**src/include/fan_pwm_consts.svh**
```systemverilog
`ifndef FAN_PWM_CONSTS_SVH
`define FAN_PWM_CONSTS_SVH
`define DUTY_WIDTH       8
`define RAMP_TOP         8'hff
`define STARTUP_TICKS    6'h20
`define DIAG_TICKS       6'h03
`define MISS_TICKS       6'h20
`define TIMER_RESET      6'h00
`endif

```
**src/include/fan_pwm_pkg.sv**
```systemverilog
package fan_pwm_pkg;
	typedef enum logic [5:0] {
		ST_SHUTDOWN = 6'h01,
		ST_AUTOOFF  = 6'h02,
		ST_STARTUP  = 6'h04,
		ST_RUN      = 6'h08,
		ST_DIAG     = 6'h10,
		ST_LATCHED  = 6'h20
	} fan_state_t;
endpackage

```
**src/fan_pwm_startup_fault_ctrl.sv**
```systemverilog
`timescale 1ns/10ps
`default_nettype none
`include "fan_pwm_consts.svh"

module fan_pwm_startup_fault_ctrl #(
	parameter int DUTY_WIDTH = `DUTY_WIDTH
) (
	input  wire logic                  CORE_CLK,
	input  wire logic                  SYS_RST,
	input  wire logic [DUTY_WIDTH-1:0] DUTY_DEMAND,
	input  wire logic                  SHUTDOWN_LEVEL,
	input  wire logic                  RELEASE_LEVEL,
	input  wire logic                  AUTOOFF_BELOW,
	input  wire logic                  AUTOOFF_ABOVE_HYST,
	input  wire logic                  OVERTEMP_LEVEL,
	input  wire logic                  TACH_PULSE,
	output logic                       FAN_DRIVE_OUT,
	output logic                       FAULT_N_OUT,
	output logic                       FAULT_N_OE
);

	// Each comparator level crosses into this clock through its own pair of
	// flip-flops; only the second stage is read by any logic, so a level
	// that changes near the edge cannot reach two decoders with two values.
	logic shdn_a;
	logic shdn_s;
	logic aoff_a;
	logic aoff_s;
	logic aon_a;
	logic aon_s;
	logic otemp_a;
	logic otemp_s;
	logic tach_a;
	logic tach_s;
	logic tach_prev;

	always_ff @(posedge CORE_CLK) begin
		if (SYS_RST) begin
			shdn_a <= 1'b0;
			shdn_s <= 1'b0;
		end else begin
			shdn_a <= SHUTDOWN_LEVEL;
			shdn_s <= shdn_a;
		end
	end

	always_ff @(posedge CORE_CLK) begin
		if (SYS_RST) begin
			aoff_a <= 1'b0;
			aoff_s <= 1'b0;
		end else begin
			aoff_a <= AUTOOFF_BELOW;
			aoff_s <= aoff_a;
		end
	end

	always_ff @(posedge CORE_CLK) begin
		if (SYS_RST) begin
			aon_a <= 1'b0;
			aon_s <= 1'b0;
		end else begin
			aon_a <= AUTOOFF_ABOVE_HYST;
			aon_s <= aon_a;
		end
	end

	always_ff @(posedge CORE_CLK) begin
		if (SYS_RST) begin
			otemp_a <= 1'b0;
			otemp_s <= 1'b0;
		end else begin
			otemp_a <= OVERTEMP_LEVEL;
			otemp_s <= otemp_a;
		end
	end

	always_ff @(posedge CORE_CLK) begin
		if (SYS_RST) begin
			tach_a    <= 1'b0;
			tach_s    <= 1'b0;
			tach_prev <= 1'b0;
		end else begin
			tach_a    <= TACH_PULSE;
			tach_s    <= tach_a;
			tach_prev <= tach_s;
		end
	end

	// The edge detector resets low, the idle level of the tach line, so no
	// false pulse follows reset.
	wire tach_edge = tach_s & ~tach_prev;

	// Release is only sampled while in shutdown, so it needs its own pair.
	logic rel_a;
	logic rel_s;

	always_ff @(posedge CORE_CLK) begin
		if (SYS_RST) begin
			rel_a <= 1'b0;
			rel_s <= 1'b0;
		end else begin
			rel_a <= RELEASE_LEVEL;
			rel_s <= rel_a;
		end
	end

	// Ramp counter; the tick marks the start of each PWM period.
	// It wraps freely, so one period is two to the power DUTY_WIDTH clocks.
	logic [DUTY_WIDTH-1:0] ramp;
	wire                   tick = (ramp == {DUTY_WIDTH{1'b0}});

	always_ff @(posedge CORE_CLK) begin
		if (SYS_RST) begin
			ramp <= {DUTY_WIDTH{1'b0}};
		end else begin
			ramp <= ramp + 1'b1;
		end
	end

	// The top demand code means 100%: the drive never drops within the period.
	wire full_duty = (DUTY_DEMAND == {DUTY_WIDTH{1'b1}});
	wire pwm_on    = full_duty | (ramp < DUTY_DEMAND);

	// State, the shared period timer, the one-retry flag and the tach-seen flag.
	fan_pwm_pkg::fan_state_t state;
	fan_pwm_pkg::fan_state_t next_state;
	logic [5:0]              timer;
	logic [5:0]              next_timer;
	logic                    retry;
	logic                    next_retry;
	logic                    seen;
	logic                    next_seen;

	wire in_shdn  = (state == fan_pwm_pkg::ST_SHUTDOWN);
	wire in_aoff  = (state == fan_pwm_pkg::ST_AUTOOFF);
	wire in_latch = (state == fan_pwm_pkg::ST_LATCHED);
	wire in_run   = (state == fan_pwm_pkg::ST_RUN);
	// A timer ends on the tick that would take it from one to zero.
	function automatic logic timer_hit(input logic step, input logic [5:0] value);
		return step && (value == 6'h01);
	endfunction

	// Each tick takes one PWM period off a running timer; zero means idle.
	function automatic logic [5:0] count_down(input logic step, input logic [5:0] value);
		logic [5:0] result;
		result = value;
		if (step && value != `TIMER_RESET) begin
			result = value - 6'h01;
		end
		return result;
	endfunction

	wire expired  = timer_hit(tick, timer);

	always_comb begin
		// Defaults: hold state, run the timer down, remember any tach edge.
		next_state = state;
		next_timer = count_down(tick, timer);
		next_retry = retry;
		next_seen  = seen | tach_edge;
		// Shutdown overrides every state and wipes timers and pending faults.
		if (shdn_s && !in_shdn) begin
			next_state = fan_pwm_pkg::ST_SHUTDOWN;
			next_timer = `TIMER_RESET;
			next_retry = 1'b0;
			next_seen  = 1'b0;
		end else begin
			case (state)
				// Everything is held off until the release level is seen.
				fan_pwm_pkg::ST_SHUTDOWN: begin
					if (rel_s && !shdn_s) begin
						next_state = fan_pwm_pkg::ST_AUTOOFF;
					end
				end
				// The fan stays off until the input clears the hysteresis band.
				fan_pwm_pkg::ST_AUTOOFF: begin
					if (aon_s) begin
						next_state = fan_pwm_pkg::ST_STARTUP;
						next_timer = `STARTUP_TICKS;
						next_retry = 1'b0;
						next_seen  = 1'b0;
					end
				end
				// The boost runs its full length; a tach edge only marks the fan alive.
				fan_pwm_pkg::ST_STARTUP: begin
					if (aoff_s) begin
						next_state = fan_pwm_pkg::ST_AUTOOFF;
					end else if (expired) begin
						if (seen) begin
							next_state = fan_pwm_pkg::ST_RUN;
							next_timer = `MISS_TICKS;
							next_seen  = 1'b0;
						end else if (retry) begin
							next_state = fan_pwm_pkg::ST_LATCHED;
						end else begin
							next_timer = `STARTUP_TICKS;
							next_retry = 1'b1;
						end
					end
				end
				// A tach edge outranks a timeout in the same cycle: the fan has turned.
				fan_pwm_pkg::ST_RUN: begin
					if (aoff_s) begin
						next_state = fan_pwm_pkg::ST_AUTOOFF;
					end else if (tach_edge) begin
						next_timer = `MISS_TICKS;
					end else if (expired) begin
						next_state = fan_pwm_pkg::ST_DIAG;
						next_timer = `DIAG_TICKS;
						next_seen  = 1'b0;
					end
				end
				// A single tach edge in the window returns the fan to normal running.
				fan_pwm_pkg::ST_DIAG: begin
					if (aoff_s) begin
						next_state = fan_pwm_pkg::ST_AUTOOFF;
					end else if (tach_edge) begin
						next_state = fan_pwm_pkg::ST_RUN;
						next_timer = `MISS_TICKS;
					end else if (expired) begin
						next_state = fan_pwm_pkg::ST_STARTUP;
						next_timer = `STARTUP_TICKS;
						next_retry = 1'b1;
						next_seen  = 1'b0;
					end
				end
				// Only the shutdown override above can leave this state.
				fan_pwm_pkg::ST_LATCHED: begin
					next_state = fan_pwm_pkg::ST_LATCHED;
				end
				default: begin
					next_state = fan_pwm_pkg::ST_SHUTDOWN;
				end
			endcase
		end
	end

	// Power-up comes up in auto-off so a demand above hysteresis starts the fan.
	always_ff @(posedge CORE_CLK) begin
		if (SYS_RST) begin
			state <= fan_pwm_pkg::ST_AUTOOFF;
			timer <= `TIMER_RESET;
			retry <= 1'b0;
			seen  <= 1'b0;
		end else begin
			state <= next_state;
			timer <= next_timer;
			retry <= next_retry;
			seen  <= next_seen;
		end
	end

	// Forced drive covers the start-up boost and the diagnostic window.
	wire drv_boost = (state == fan_pwm_pkg::ST_STARTUP);
	wire drv_diag  = (state == fan_pwm_pkg::ST_DIAG);
	wire drv_pwm   = in_run & pwm_on;
	wire next_drv  = drv_boost | drv_diag | drv_pwm;

	// Full demand warns without stopping the fan; the warning clears as soon
	// as demand drops. Shutdown and auto-off mask every fault source.
	wire flt_full  = in_run & full_duty;
	wire flt_otemp = in_run & otemp_s;
	wire flt_any   = in_latch | flt_full | flt_otemp;
	wire flt_mask  = in_shdn | in_aoff;
	wire next_flt  = flt_any & ~flt_mask;

	always_ff @(posedge CORE_CLK) begin
		if (SYS_RST) begin
			FAN_DRIVE_OUT <= 1'b0;
			FAULT_N_OE    <= 1'b0;
		end else begin
			FAN_DRIVE_OUT <= next_drv;
			FAULT_N_OE    <= next_flt;
		end
	end

	// The fault pin is open drain: data is always low and the enable pulls the line.
	assign FAULT_N_OUT = 1'b0;

endmodule // fan_pwm_startup_fault_ctrl
`default_nettype wire

```
**config.mk**
```make
export PLATFORM = sky130hd
export DESIGN_NAME = fan_pwm_startup_fault_ctrl
export DESIGN_NICKNAME = d
export VERILOG_FILES = /design/src/include/fan_pwm_pkg.sv /design/src/fan_pwm_startup_fault_ctrl.sv
export VERILOG_INCLUDE_DIRS = /design/src /design/src/include
export SDC_FILE = /design/constraint.sdc
export NUM_CORES = 1
export LEC_CHECK = 0
export BUFFER_PORTS_ARGS = -buffer_cell sky130_fd_sc_hd__buf_4
export CORE_MARGIN = 2
export CORE_UTILIZATION = 50
export CTS_BUF_LIST = sky130_fd_sc_hd__clkbuf_8
export DETAILED_ROUTE_END_ITERATION = 8
export PLACE_DENSITY_LB_ADDON = 0.12
export RECOVER_POWER = 100
export SLEW_MARGIN = 20
export SYNTH_ARGS = -nofsm -noshare
export SYNTH_HDL_FRONTEND = slang
export SYNTH_SLANG_ARGS = --single-unit
```
**constraint.sdc**
```tcl
create_clock -name CORE_CLK -period 4.3 [get_ports CORE_CLK]
set_input_delay 0.86 -clock CORE_CLK [delete_from_list [all_inputs] [get_ports CORE_CLK]]
set_output_delay 0.86 -clock CORE_CLK [all_outputs]
set_load 0.01 [all_outputs]
```
==> summary.txt, run 1 <==
Outcome
  • Status: finished clean

Clocking
  • H-tree Lvls: 2
  • CTS Sinks: 37
  • CTS clk-pin slew, worst paths: 0.07 ns
  • Post-CTS Setup Inserts: 0
  • Post-CTS sizing: 0
  • Total CTS buffers: 5
  • Clock Tree Buf Depth: 2
  • Hold-fix buffers, CTS: 0
  • Worst skew pair latency: 0.28 ns
  • Root buf cell: clkbuf_8
  • CTS tree: built

Job
  • Max-cap violations: 0

Yosys
  • #FFs+latches synth: 37
  • Synth top area share: 36.5%
  • Yosys warns: 0
  • EDFF count, synth: 0
  • Syn Inst Count: 231
  • Post-synthesis cell area: 2030 sq um
  • Post-synth net total: 258
  • Share of flip-flops with an asynchronous set or reset: 0%
  • Sequential cell area fraction in the yosys report: 36.5%
  • Yosys cell types: 54
  • Syn_area_per_cell: 8.79 sq um
  • Yosys top cell by area: dfxtp_1
  • Synth cell count leaders: 37 x dfxtp_1, 22 x nor2_1, 17 x a21oi_1
  • Largest cells by area after synthesis: dfxtp_1 36%, ha_1 6.8%, nor2b_1 4.9%
  • Most frequent cell after synthesis: dfxtp_1
  • Primary FF master, synth: dfxtp_1

Worst setup path
  • Slowest stage cell, crit path: nor4_1
  • Worst path max stage delay: 0.60 ns
  • Setup crit start kind: flop
  • Bufs and invs on worst path: 0
  • Crit-path cells: nor4_1, nand4b_1, a311o_2, nand4_1, mux2i_1, nor2_1
  • CP Max Fanout: 8
  • Crit path max-delay family: simple AND/OR/NAND/NOR gates
  • CP Launch Point: state[1]$_SDFFE_PP1P_
  • R2R Setup Slk: 1.99 ns
  • Worst Path Arrival: 2.48 ns
  • Crit path kind: reg2reg
  • Critical Path End Type: flop
  • Required time worst endpoint: 4.47 ns
  • R2R Path Start: state[1]$_SDFFE_PP1P_

STA
  • Final period util: 53.6%
  • Final min period: 2.31 ns
  • Fin worst setup slack: 1.99 ns
  • Relative slew slack: 25.6%
  • Final number of max-transition violations: 0
  • Setup_tns: 0 ns
  • Setup Skew: 0.00616 ns
  • Final setup violation count: 0
  • Worst-margin pin slew: 1.12 ns
  • Unrepaired setup endpoints after global routing: false
  • Fin. Hold Viols: 0
  • Fmax: 0.434 GHz

Global routing
  • Pin count of the biggest net entering global routing: 28
  • Vias in the first global route: 1457
  • Gr ovfl total: 0
  • Initial antenna violation count: 0
  • All-layer global routing usage: 19.4%
  • First-pass GRT wire length: 6.53 mm

Final layout
  • Syn-to-layout area delta: 9.25%
  • Max reg flops: 8
  • Area of the multi-input gates: 1140 sq um
  • Fin cells: 297
  • Layout cells sized above 1: 13.4%
  • Reg area: 741 sq um
  • Fill cell count: 392
  • Largest registers: ramp: 8 flops, state: 6 flops, timer: 6 flops
  • Ant. Diodes: 0
  • Largest Register: ramp
  • Final nets: 274

Place
  • Final Wtd Congestion: 0.811
  • Buffers on Ports: 17
  • Post-placement worst setup slack: 2.11 ns
  • Placed cells: 290
  • DP HPWL: 3.08 mm

Routing
  • Post-DRT Antenna Nets: 0
  • # DRC: 0
  • Vias post-DR: 1622
  • Initial drt markers: 110
  • TritonRoute pass-1 iters: 4
  • Routed vias/inst: 5.46
  • Wire per inst: 13.6 um
  • Final Routed Wirelength: 4.03 mm

Die
  • Site row count: 23
  • Core area: 3940 sq um
  • Starting Density: 51.5%
  • Die Y: 67.7 um
  • DIE AREA: 4580 sq um
  • Top Ports: 19
  • Die Wd: 67.7 um

Hold path
  • Hold Crit Class: reg2reg
  • Hold_sp: tach_a$_SDFF_PP0_

Power and ir drop
  • Pwr/cell area: 492 nW/um^2
  • Total power: 1.09 mW
  • Leak Pwr: 0.946 nW
  • Peak supply drop: 265 uV
==> layer usage <==
metal | GRT usage (%) | routed length, um | vias up
li1 | - | - | 835
met1 | 24.0 | 1970 | 746
met2 | 32.6 | 1830 | 37
met3 | 6.00 | 195 | 4
met4 | 4.59 | 34 | 0
met5 | 0 | 0 | -
==> cells in the final DEF, fill, tap and decap left out, types with 2 or more instances in the layout <==
master and count:
clkbuf_1 3, buf_4 13, o211ai_1 2, nand4_1 5, nand3_1 6, and2_0 2
nor2b_1 16, a211oi_1 2, o21ai_0 10, nor2_1 22, xor2_1 10, xnor2_1 3
ha_1 11, clkbuf_8 5, inv_1 15, a21o_1 5, nor3_1 8, or2b_2 2
or3_1 2, o21a_1 2, nor4b_1 2, nand2b_1 4, a21oi_1 17, and3_1 2
nand2_1 9, nor4_1 3, dfxtp_1 37, and2_1 2, or4_1 2
==> stage by stage <==
stage / hold WS (ns) / area, sq um / utilization, %
5_1_grt: 0.459 / 2220 / 56.2
3_3_place_gp: 0.427 / 2150 / 54.4
3_5_place_dp: 0.425 / 2150 / 54.4
6_report: 0.441 / 2220 / 56.2
2_1_floorplan: 0.414 / 2030 / -
4_1_cts: 0.441 / 2250 / 57.1
==> area by class of cell <==
cell class,count,area share (%)
repair buffers,17,5.25
clock buffers,5,3.10
inverters,15,2.54
well taps,50,2.82
multi-input cells,171,51.3
flip-flops and latches,37,33.4
clock inverters,2,1.58
==> where the power goes <==
part / internal (mW) / switching (mW)
sequential: 0.387 / 0.0552
clock: 0.168 / 0.116
combinational: 0.169 / 0.197
total: 0.724 / 0.368
==> logic make-up after synthesis <==
| group | synth area share (%) |
|---|---|
| compound gates | 14.2 |
| xor+xnor | 5.61 |
| fa+ha+maj | 6.78 |
| buf+inv | 6.41 |
| flops | 36.5 |
| mux | 0.493 |
| other cells | 0.185 |
| simple gates | 29.8 |
==> final timing paths <==
path,cells past startpoint,endpoint
worst max-delay path,6,state[2]$_SDFFE_PP0P_
worst min-delay path,1,tach_s$_SDFF_PP0_
worst max register to register,6,state[2]$_SDFFE_PP0P_
worst min register to register,1,tach_s$_SDFF_PP0_
Power figures use the tool's default switching activity.
==> inputs of run 2 (changes only) <==
==> constraint.sdc (replaced) <==
create_clock -name CORE_CLK -period 2.4 [get_ports CORE_CLK]
set_input_delay 0.48 -clock CORE_CLK [delete_from_list [all_inputs] [get_ports CORE_CLK]]
set_output_delay 0.48 -clock CORE_CLK [all_outputs]
set_load 0.01 [all_outputs]
==> run 2 against run 1 <==
  * Non-clock buffer count grew 1
  * Clock power grew 130%
  * Sequential power grew 79%
  * Largest cell class unchanged
  * Largest power group unchanged
==> summary.txt, run 2 (synthesis gave the netlist of run 1 again) <==
STA
  • Worst-margin pin slew: 1.14 ns
  • Fmax: 0.472 GHz
  • Fin worst setup slack: 0.282 ns
  • Final setup violation count: 0
  • Final min period: 2.12 ns
  • Unrepaired setup endpoints after global routing: false
  • Final number of max-transition violations: 0
  • Setup Skew: 0.00912 ns
  • Final period util: 88.2%
  • Relative slew slack: 24.0%
  • Setup_tns: 0 ns
  • Fin. Hold Viols: 0

Global routing
  • All-layer global routing usage: 20.0%
  • Pin count of the biggest net entering global routing: 28
  • Initial antenna violation count: 0
  • Gr ovfl total: 0
  • Vias in the first global route: 1493
  • First-pass GRT wire length: 6.78 mm

Routing
  • Routed vias/inst: 5.43
  • # DRC: 0
  • Post-DRT Antenna Nets: 0
  • TritonRoute pass-1 iters: 9
  • Final Routed Wirelength: 4.10 mm
  • Wire per inst: 13.7 um
  • Initial drt markers: 226
  • Vias post-DR: 1623

Place
  • Final Wtd Congestion: 0.924
  • DP HPWL: 3.00 mm
  • Post-placement worst setup slack: 0.444 ns
  • Buffers on Ports: 17

Die
  • Die Wd: 67.7 um
  • Core area: 3940 sq um
  • Die Y: 67.7 um
  • Top Ports: 19
  • Starting Density: 51.5%
  • DIE AREA: 4580 sq um
  • Site row count: 23

Worst setup path
  • Crit path kind: reg2reg
  • Slowest stage cell, crit path: or4_1
  • Setup crit start kind: flop
  • Worst Path Arrival: 2.31 ns
  • Worst path max stage delay: 0.62 ns
  • Critical Path End Type: flop
  • Required time worst endpoint: 2.60 ns
  • CP Max Fanout: 9
  • Crit-path cells: or4_1, or3_1, nand2_2, nor3b_1, nor2_1, o21a_1

Final layout
  • Ant. Diodes: 0
  • Most common cell after layout, fill and taps aside: dfxtp_1
  • Largest Register: ramp
  • Commonest non-fill, non-tap cells in the layout: 37 x dfxtp_1, 22 x nor2_1, 17 x a21oi_1
  • Largest registers: ramp: 8 flops, state: 6 flops, timer: 6 flops
  • Syn-to-layout area delta: 11.5%
  • Layout cells sized above 1: 13.7%
  • Reg area: 741 sq um
  • Max reg flops: 8
  • Area of the multi-input gates: 1140 sq um
  • Fill cell count: 353
  • Final nets: 275

Power and ir drop
  • Peak supply drop: 576 uV
  • Leak Pwr: 0.962 nW
  • Pwr/cell area: 931 nW/um^2

Clocking
  • Root buf cell: clkbuf_8
  • Worst skew pair latency: 0.29 ns
  • CTS tree: built
  • Total CTS buffers: 5
  • Post-CTS Setup Inserts: 0
  • Hold-fix buffers, CTS: 0
  • CTS clk-pin slew, worst paths: 0.08 ns
  • CTS Sinks: 37
  • Post-CTS sizing: 0
  • Clock Tree Buf Depth: 2
  • H-tree Lvls: 2

Job
  • Max-cap violations: 0

Outcome
  • Status: finished clean

Hold path
  • Hold Crit Class: in2reg
==> run 2: cell types whose count changed in the layout (fill, tap and decap cells not counted), sizes merged <==
cell | previous run | this run
clkbuf | 9 | 8
buf | 13 | 15
bufinv | 1 | 2
==> run 2: layer usage <==
layer  part of all wire, %  routed length [um]  GRT usage [%]  up-vias
met5                     0                   0              0        -
met4                   1.6                  67           9.69        0
met2                    43                1760           30.0       78
met1                    49                2010           27.4      703
met3                   6.3                 257           3.83        8
li1                      -                   -              -      834
==> run 2: metrics by stage <==
step,std cells,instance area [sq um],hold slack [ns],utilization (%),total power [mW]
finish,299,2260,0.396,57.4,2.11
global route,299,2260,0.390,57.4,2.23
CTS,299,2290,0.390,58.0,2.13
detailed placement,291,2150,0.425,54.6,1.48
global placement,291,2150,0.423,54.6,1.49
floorplan,231,2030,0.414,-,1.35
==> run 2: cell type report <==
cell class | count | share of cell area (%)
multi-input cells | 171 | 50.6
flip-flops and latches | 37 | 32.7
repair buffers | 18 | 5.48
clock buffers | 5 | 3.04
clock inverters | 3 | 2.88
well taps | 50 | 2.77
inverters | 15 | 2.49
==> run 2: path summary, 6_finish.rpt <==
kind | startpoint | end | slack [ns] | cells after the start
max reg2reg | state[2]$_SDFFE_PP0P_ | timer[0]$_SDFF_PP0_ | 0.28 | 6
max | state[2]$_SDFFE_PP0P_ | timer[0]$_SDFF_PP0_ | 0.28 | 6
min reg2reg | aoff_a$_SDFF_PP0_ | aoff_s$_SDFF_PP0_ | 0.44 | 1
min | AUTOOFF_ABOVE_HYST | aon_a$_SDFF_PP0_ | 0.40 | 2
==> run 2: power breakdown <==
group / leakage [nW] / internal (mW) / total [mW] / switching (mW)
Clock: 0.0681 / 0.413 / 0.639 / 0.226
Combinational: 0.591 / 0.310 / 0.674 / 0.364
Sequential: 0.303 / 0.693 / 0.792 / 0.0993
Total: 0.962 / 1.42 / 2.11 / 0.690
==> run 2: worst max-delay path, delay by kind of cell, from the launching register on <==
| family | cells | cell delay, ns |
|---|---|---|
| compound gates | 1 | 0.17 |
| flops | 1 | 0.40 |
| simple gates | 5 | 1.45 |
==> inputs of run 3 (changes only) <==
--- a/config.mk
+++ b/config.mk
@@ -6,6 +6,7 @@
 export SDC_FILE = /design/constraint.sdc
 export NUM_CORES = 1
 export LEC_CHECK = 0
+export ABC_AREA = 1
 export BUFFER_PORTS_ARGS = -buffer_cell sky130_fd_sc_hd__buf_4
 export CORE_MARGIN = 2
 export CORE_UTILIZATION = 50
==> run 3 against run 2 <==
  * Sequential share of layout area decreased by 1.2 points
  * Combinational power increased by 46%
  * Global-route usage increased by 0.67 points
  * Die area increased by 2.9%
  * Critical path type unchanged
  * Highest routed layer unchanged
==> summary.txt, run 3 <==
Outcome
  • Status: finished clean

Clocking
  • Total CTS buffers: 5
  • Worst skew pair latency: 0.29 ns
  • Hold-fix buffers, CTS: 0
  • Post-CTS sizing: 0
  • H-tree Lvls: 2
  • CTS Sinks: 37
  • Clock Tree Buf Depth: 2
  • Post-CTS Setup Inserts: 0
  • CTS tree: built
  • CTS clk-pin slew, worst paths: 0.07 ns
  • Root buf cell: clkbuf_8

Yosys
  • Yosys top cell by area: dfxtp_1
  • Syn Inst Count: 313
  • #FFs+latches synth: 37
  • EDFF count, synth: 0
  • Syn_area_per_cell: 6.68 sq um
  • Synth top area share: 35.4%
  • Post-synth net total: 340
  • Sequential cell area fraction in the yosys report: 35.4%
  • Share of flip-flops with an asynchronous set or reset: 0%
  • Largest cells by area after synthesis: dfxtp_1 35%, nand2_1 12%, nor2_1 10%
  • Yosys cell types: 30
  • Post-synthesis cell area: 2090 sq um
  • Yosys warns: 0
  • Most frequent cell after synthesis: nand2_1
  • Primary FF master, synth: dfxtp_1
  • Synth cell count leaders: 66 x nand2_1, 57 x nor2_1, 48 x inv_1

Place
  • Buffers on Ports: 17
  • Final Wtd Congestion: 0.895
  • Placed Area: 2270 sq um
  • DP HPWL: 3.26 mm

Final layout
  • Final nets: 361
  • Final Cell Area: 2350 sq um
  • Largest registers: ramp: 8 flops, state: 6 flops, timer: 6 flops
  • Commonest non-fill, non-tap cells in the layout: 68 x nand2_1, 58 x nor2_1, 49 x inv_1
  • Ant. Diodes: 0
  • Syn-to-layout area delta: 12.2%
  • Max reg flops: 8
  • Fill cell count: 391
  • Largest Register: ramp
  • Final Core Density: 58.7%
  • Layout cells sized above 1: 12.6%
  • Most common cell after layout, fill and taps aside: nand2_1

Routing
  • TritonRoute pass-1 iters: 4
  • DR top layer: met4
  • Wire length on met2: 1.78 mm
  • Routed wl met3: 174 um
  • Wire per inst: 10.8 um
  • Vias post-DR: 1854
  • Post-DRT Antenna Nets: 0
  • Wire length on met1: 2.15 mm
  • Initial drt markers: 112
  • Routed vias/inst: 4.83
  • # DRC: 0
  • Final Routed Wirelength: 4.16 mm

Die
  • DIE AREA: 4720 sq um
  • Site row count: 23
  • Die Y: 68.7 um
  • Top Ports: 19
  • Die Wd: 68.7 um
  • Core area: 4000 sq um
  • Starting Density: 52.3%

Worst setup path
  • Crit path max-delay family: simple AND/OR/NAND/NOR gates
  • Setup crit start kind: flop
  • CP Launch Point: state[5]$_SDFFE_PP0P_
  • Worst Path Arrival: 2.04 ns
  • Crit-path cells: nor2_1, nand3_1, nand2_1, o21ai_1, nor2_1, nand2_1, nand2_1, nor2_1
  • Worst path max stage delay: 0.51 ns
  • Setup crit end: timer[4]$_SDFF_PP0_
  • R2R Setup Slk: 0.54 ns
  • Crit path kind: reg2reg
  • Reg2Reg Depth: 8
  • CP Max Fanout: 8
  • Bufs and invs on worst path: 0
  • R2R Path End: timer[4]$_SDFF_PP0_
  • Critical Path End Type: flop
  • Required time worst endpoint: 2.58 ns
  • Slowest stage cell, crit path: nor2_1
  • R2R Path Start: state[5]$_SDFFE_PP0P_
  • Levels on crit path: 8

Hold path
  • Hold Crit Class: in2reg
  • Hold_sp: AUTOOFF_ABOVE_HYST

STA
  • Fin. Hold Viols: 0
  • Final period util: 77.6%
  • Fmax: 0.537 GHz
  • Setup_tns: 0 ns
  • Final min period: 1.86 ns
  • Final setup violation count: 0
  • Final number of max-transition violations: 0
  • Worst-margin pin slew: 1.12 ns
  • Unrepaired setup endpoints after global routing: false
  • Relative slew slack: 25.2%
  • Setup Skew: 0.00584 ns

Global routing
  • First-pass GRT wire length: 7.25 mm
  • Initial antenna violation count: 0
  • Gr ovfl total: 0
  • Vias in the first global route: 1696
  • Pin count of the biggest net entering global routing: 24
  • All-layer global routing usage: 20.7%

Power and ir drop
  • Leak Pwr: 1.19 nW
  • Pwr/cell area: 979 nW/um^2
  • Peak supply drop: 540 uV

Job
  • Max-cap violations: 0
[run 3: cell types whose count changed in the layout (fill, tap and decap cells not counted), sizes merged, moves of 6 or more]
cell / previous run / this run
nand2: 10 / 72
nor2: 22 / 65
inv: 15 / 55
nand3: 6 / 23
nor2b: 16 / 0
xor2: 10 / 4
[run 3: layout make-up]
type	instances	area [sq um]	share of cell area (%)
tap	50	62.6	2.67
sequential	37	741	31.6
inverter	55	206	8.80
clock inverter	2	35.0	1.49
clock buffer	5	68.8	2.93
multi-input combinational	218	1120	47.6
timing repair buffer	17	116	4.96
[run 3: power breakdown]
| group | total [mW] | leakage [nW] | switching [mW] | internal [mW] |
|---|---|---|---|---|
| sequential | 0.804 | 0.304 | 0.0848 | 0.719 |
| clock | 0.509 | 0.0540 | 0.208 | 0.302 |
| combinational | 0.985 | 0.832 | 0.609 | 0.376 |
| total | 2.30 | 1.19 | 0.901 | 1.40 |
[run 3: how the worst min path moves through the flow]
stage | depth (start not counted) | slack [ns] | end
floorplan | 2 | 0.39 | aoff_s$_SDFF_PP0_
global placement | 2 | 0.39 | tach_s$_SDFF_PP0_
detailed placement | 2 | 0.40 | aoff_s$_SDFF_PP0_
CTS | 3 | 0.38 | otemp_a$_SDFF_PP0_
global route | 3 | 0.39 | aon_a$_SDFF_PP0_
finish | 3 | 0.39 | aon_a$_SDFF_PP0_
[run 3: worst register-to-register path, stage by stage, from the launching register on]
cell	delay [ns]
dfxtp_1	0.33
nor2_1	0.51
nand3_1	0.34
nand2_1	0.13
o21ai_1	0.10
nor2_1	0.13
nand2_1	0.06
nand2_1	0.11
nor2_1	0.05
[run 3: metrics by stage]
stage	cells	power (mW)	setup WS (ns)	hold slack (ns)
detailed placement	377	1.81	0.869	0.395
finish	384	2.30	0.538	0.390
global route	384	2.51	0.343	0.388
global placement	377	1.80	0.887	0.389
floorplan	313	1.62	1.02	0.388
CTS	384	2.33	0.861	0.380
[run 3: cell families (layout without fill, tap and decap cells)]
| logic type | count (synthesis) | after routing | share of synthesized area, % |
|---|---|---|---|
| buf+inv | 58 | 79 | 10.6 |
| flops | 37 | 37 | 35.4 |
| compound gates | 26 | 26 | 6.76 |
| other cells | 1 | 1 | 0.179 |
| fa+ha+maj | 11 | 11 | 6.58 |
| xor+xnor | 5 | 5 | 2.09 |
| simple gates | 175 | 175 | 38.4 |
[run 3: per-layer routing]
metal | global-route usage (%) | up-vias
met3 | 5.36 | 7
met5 | 0 | -
met2 | 32.8 | 32
met1 | 27.3 | 800
met4 | 6.75 | 0
li1 | - | 1015
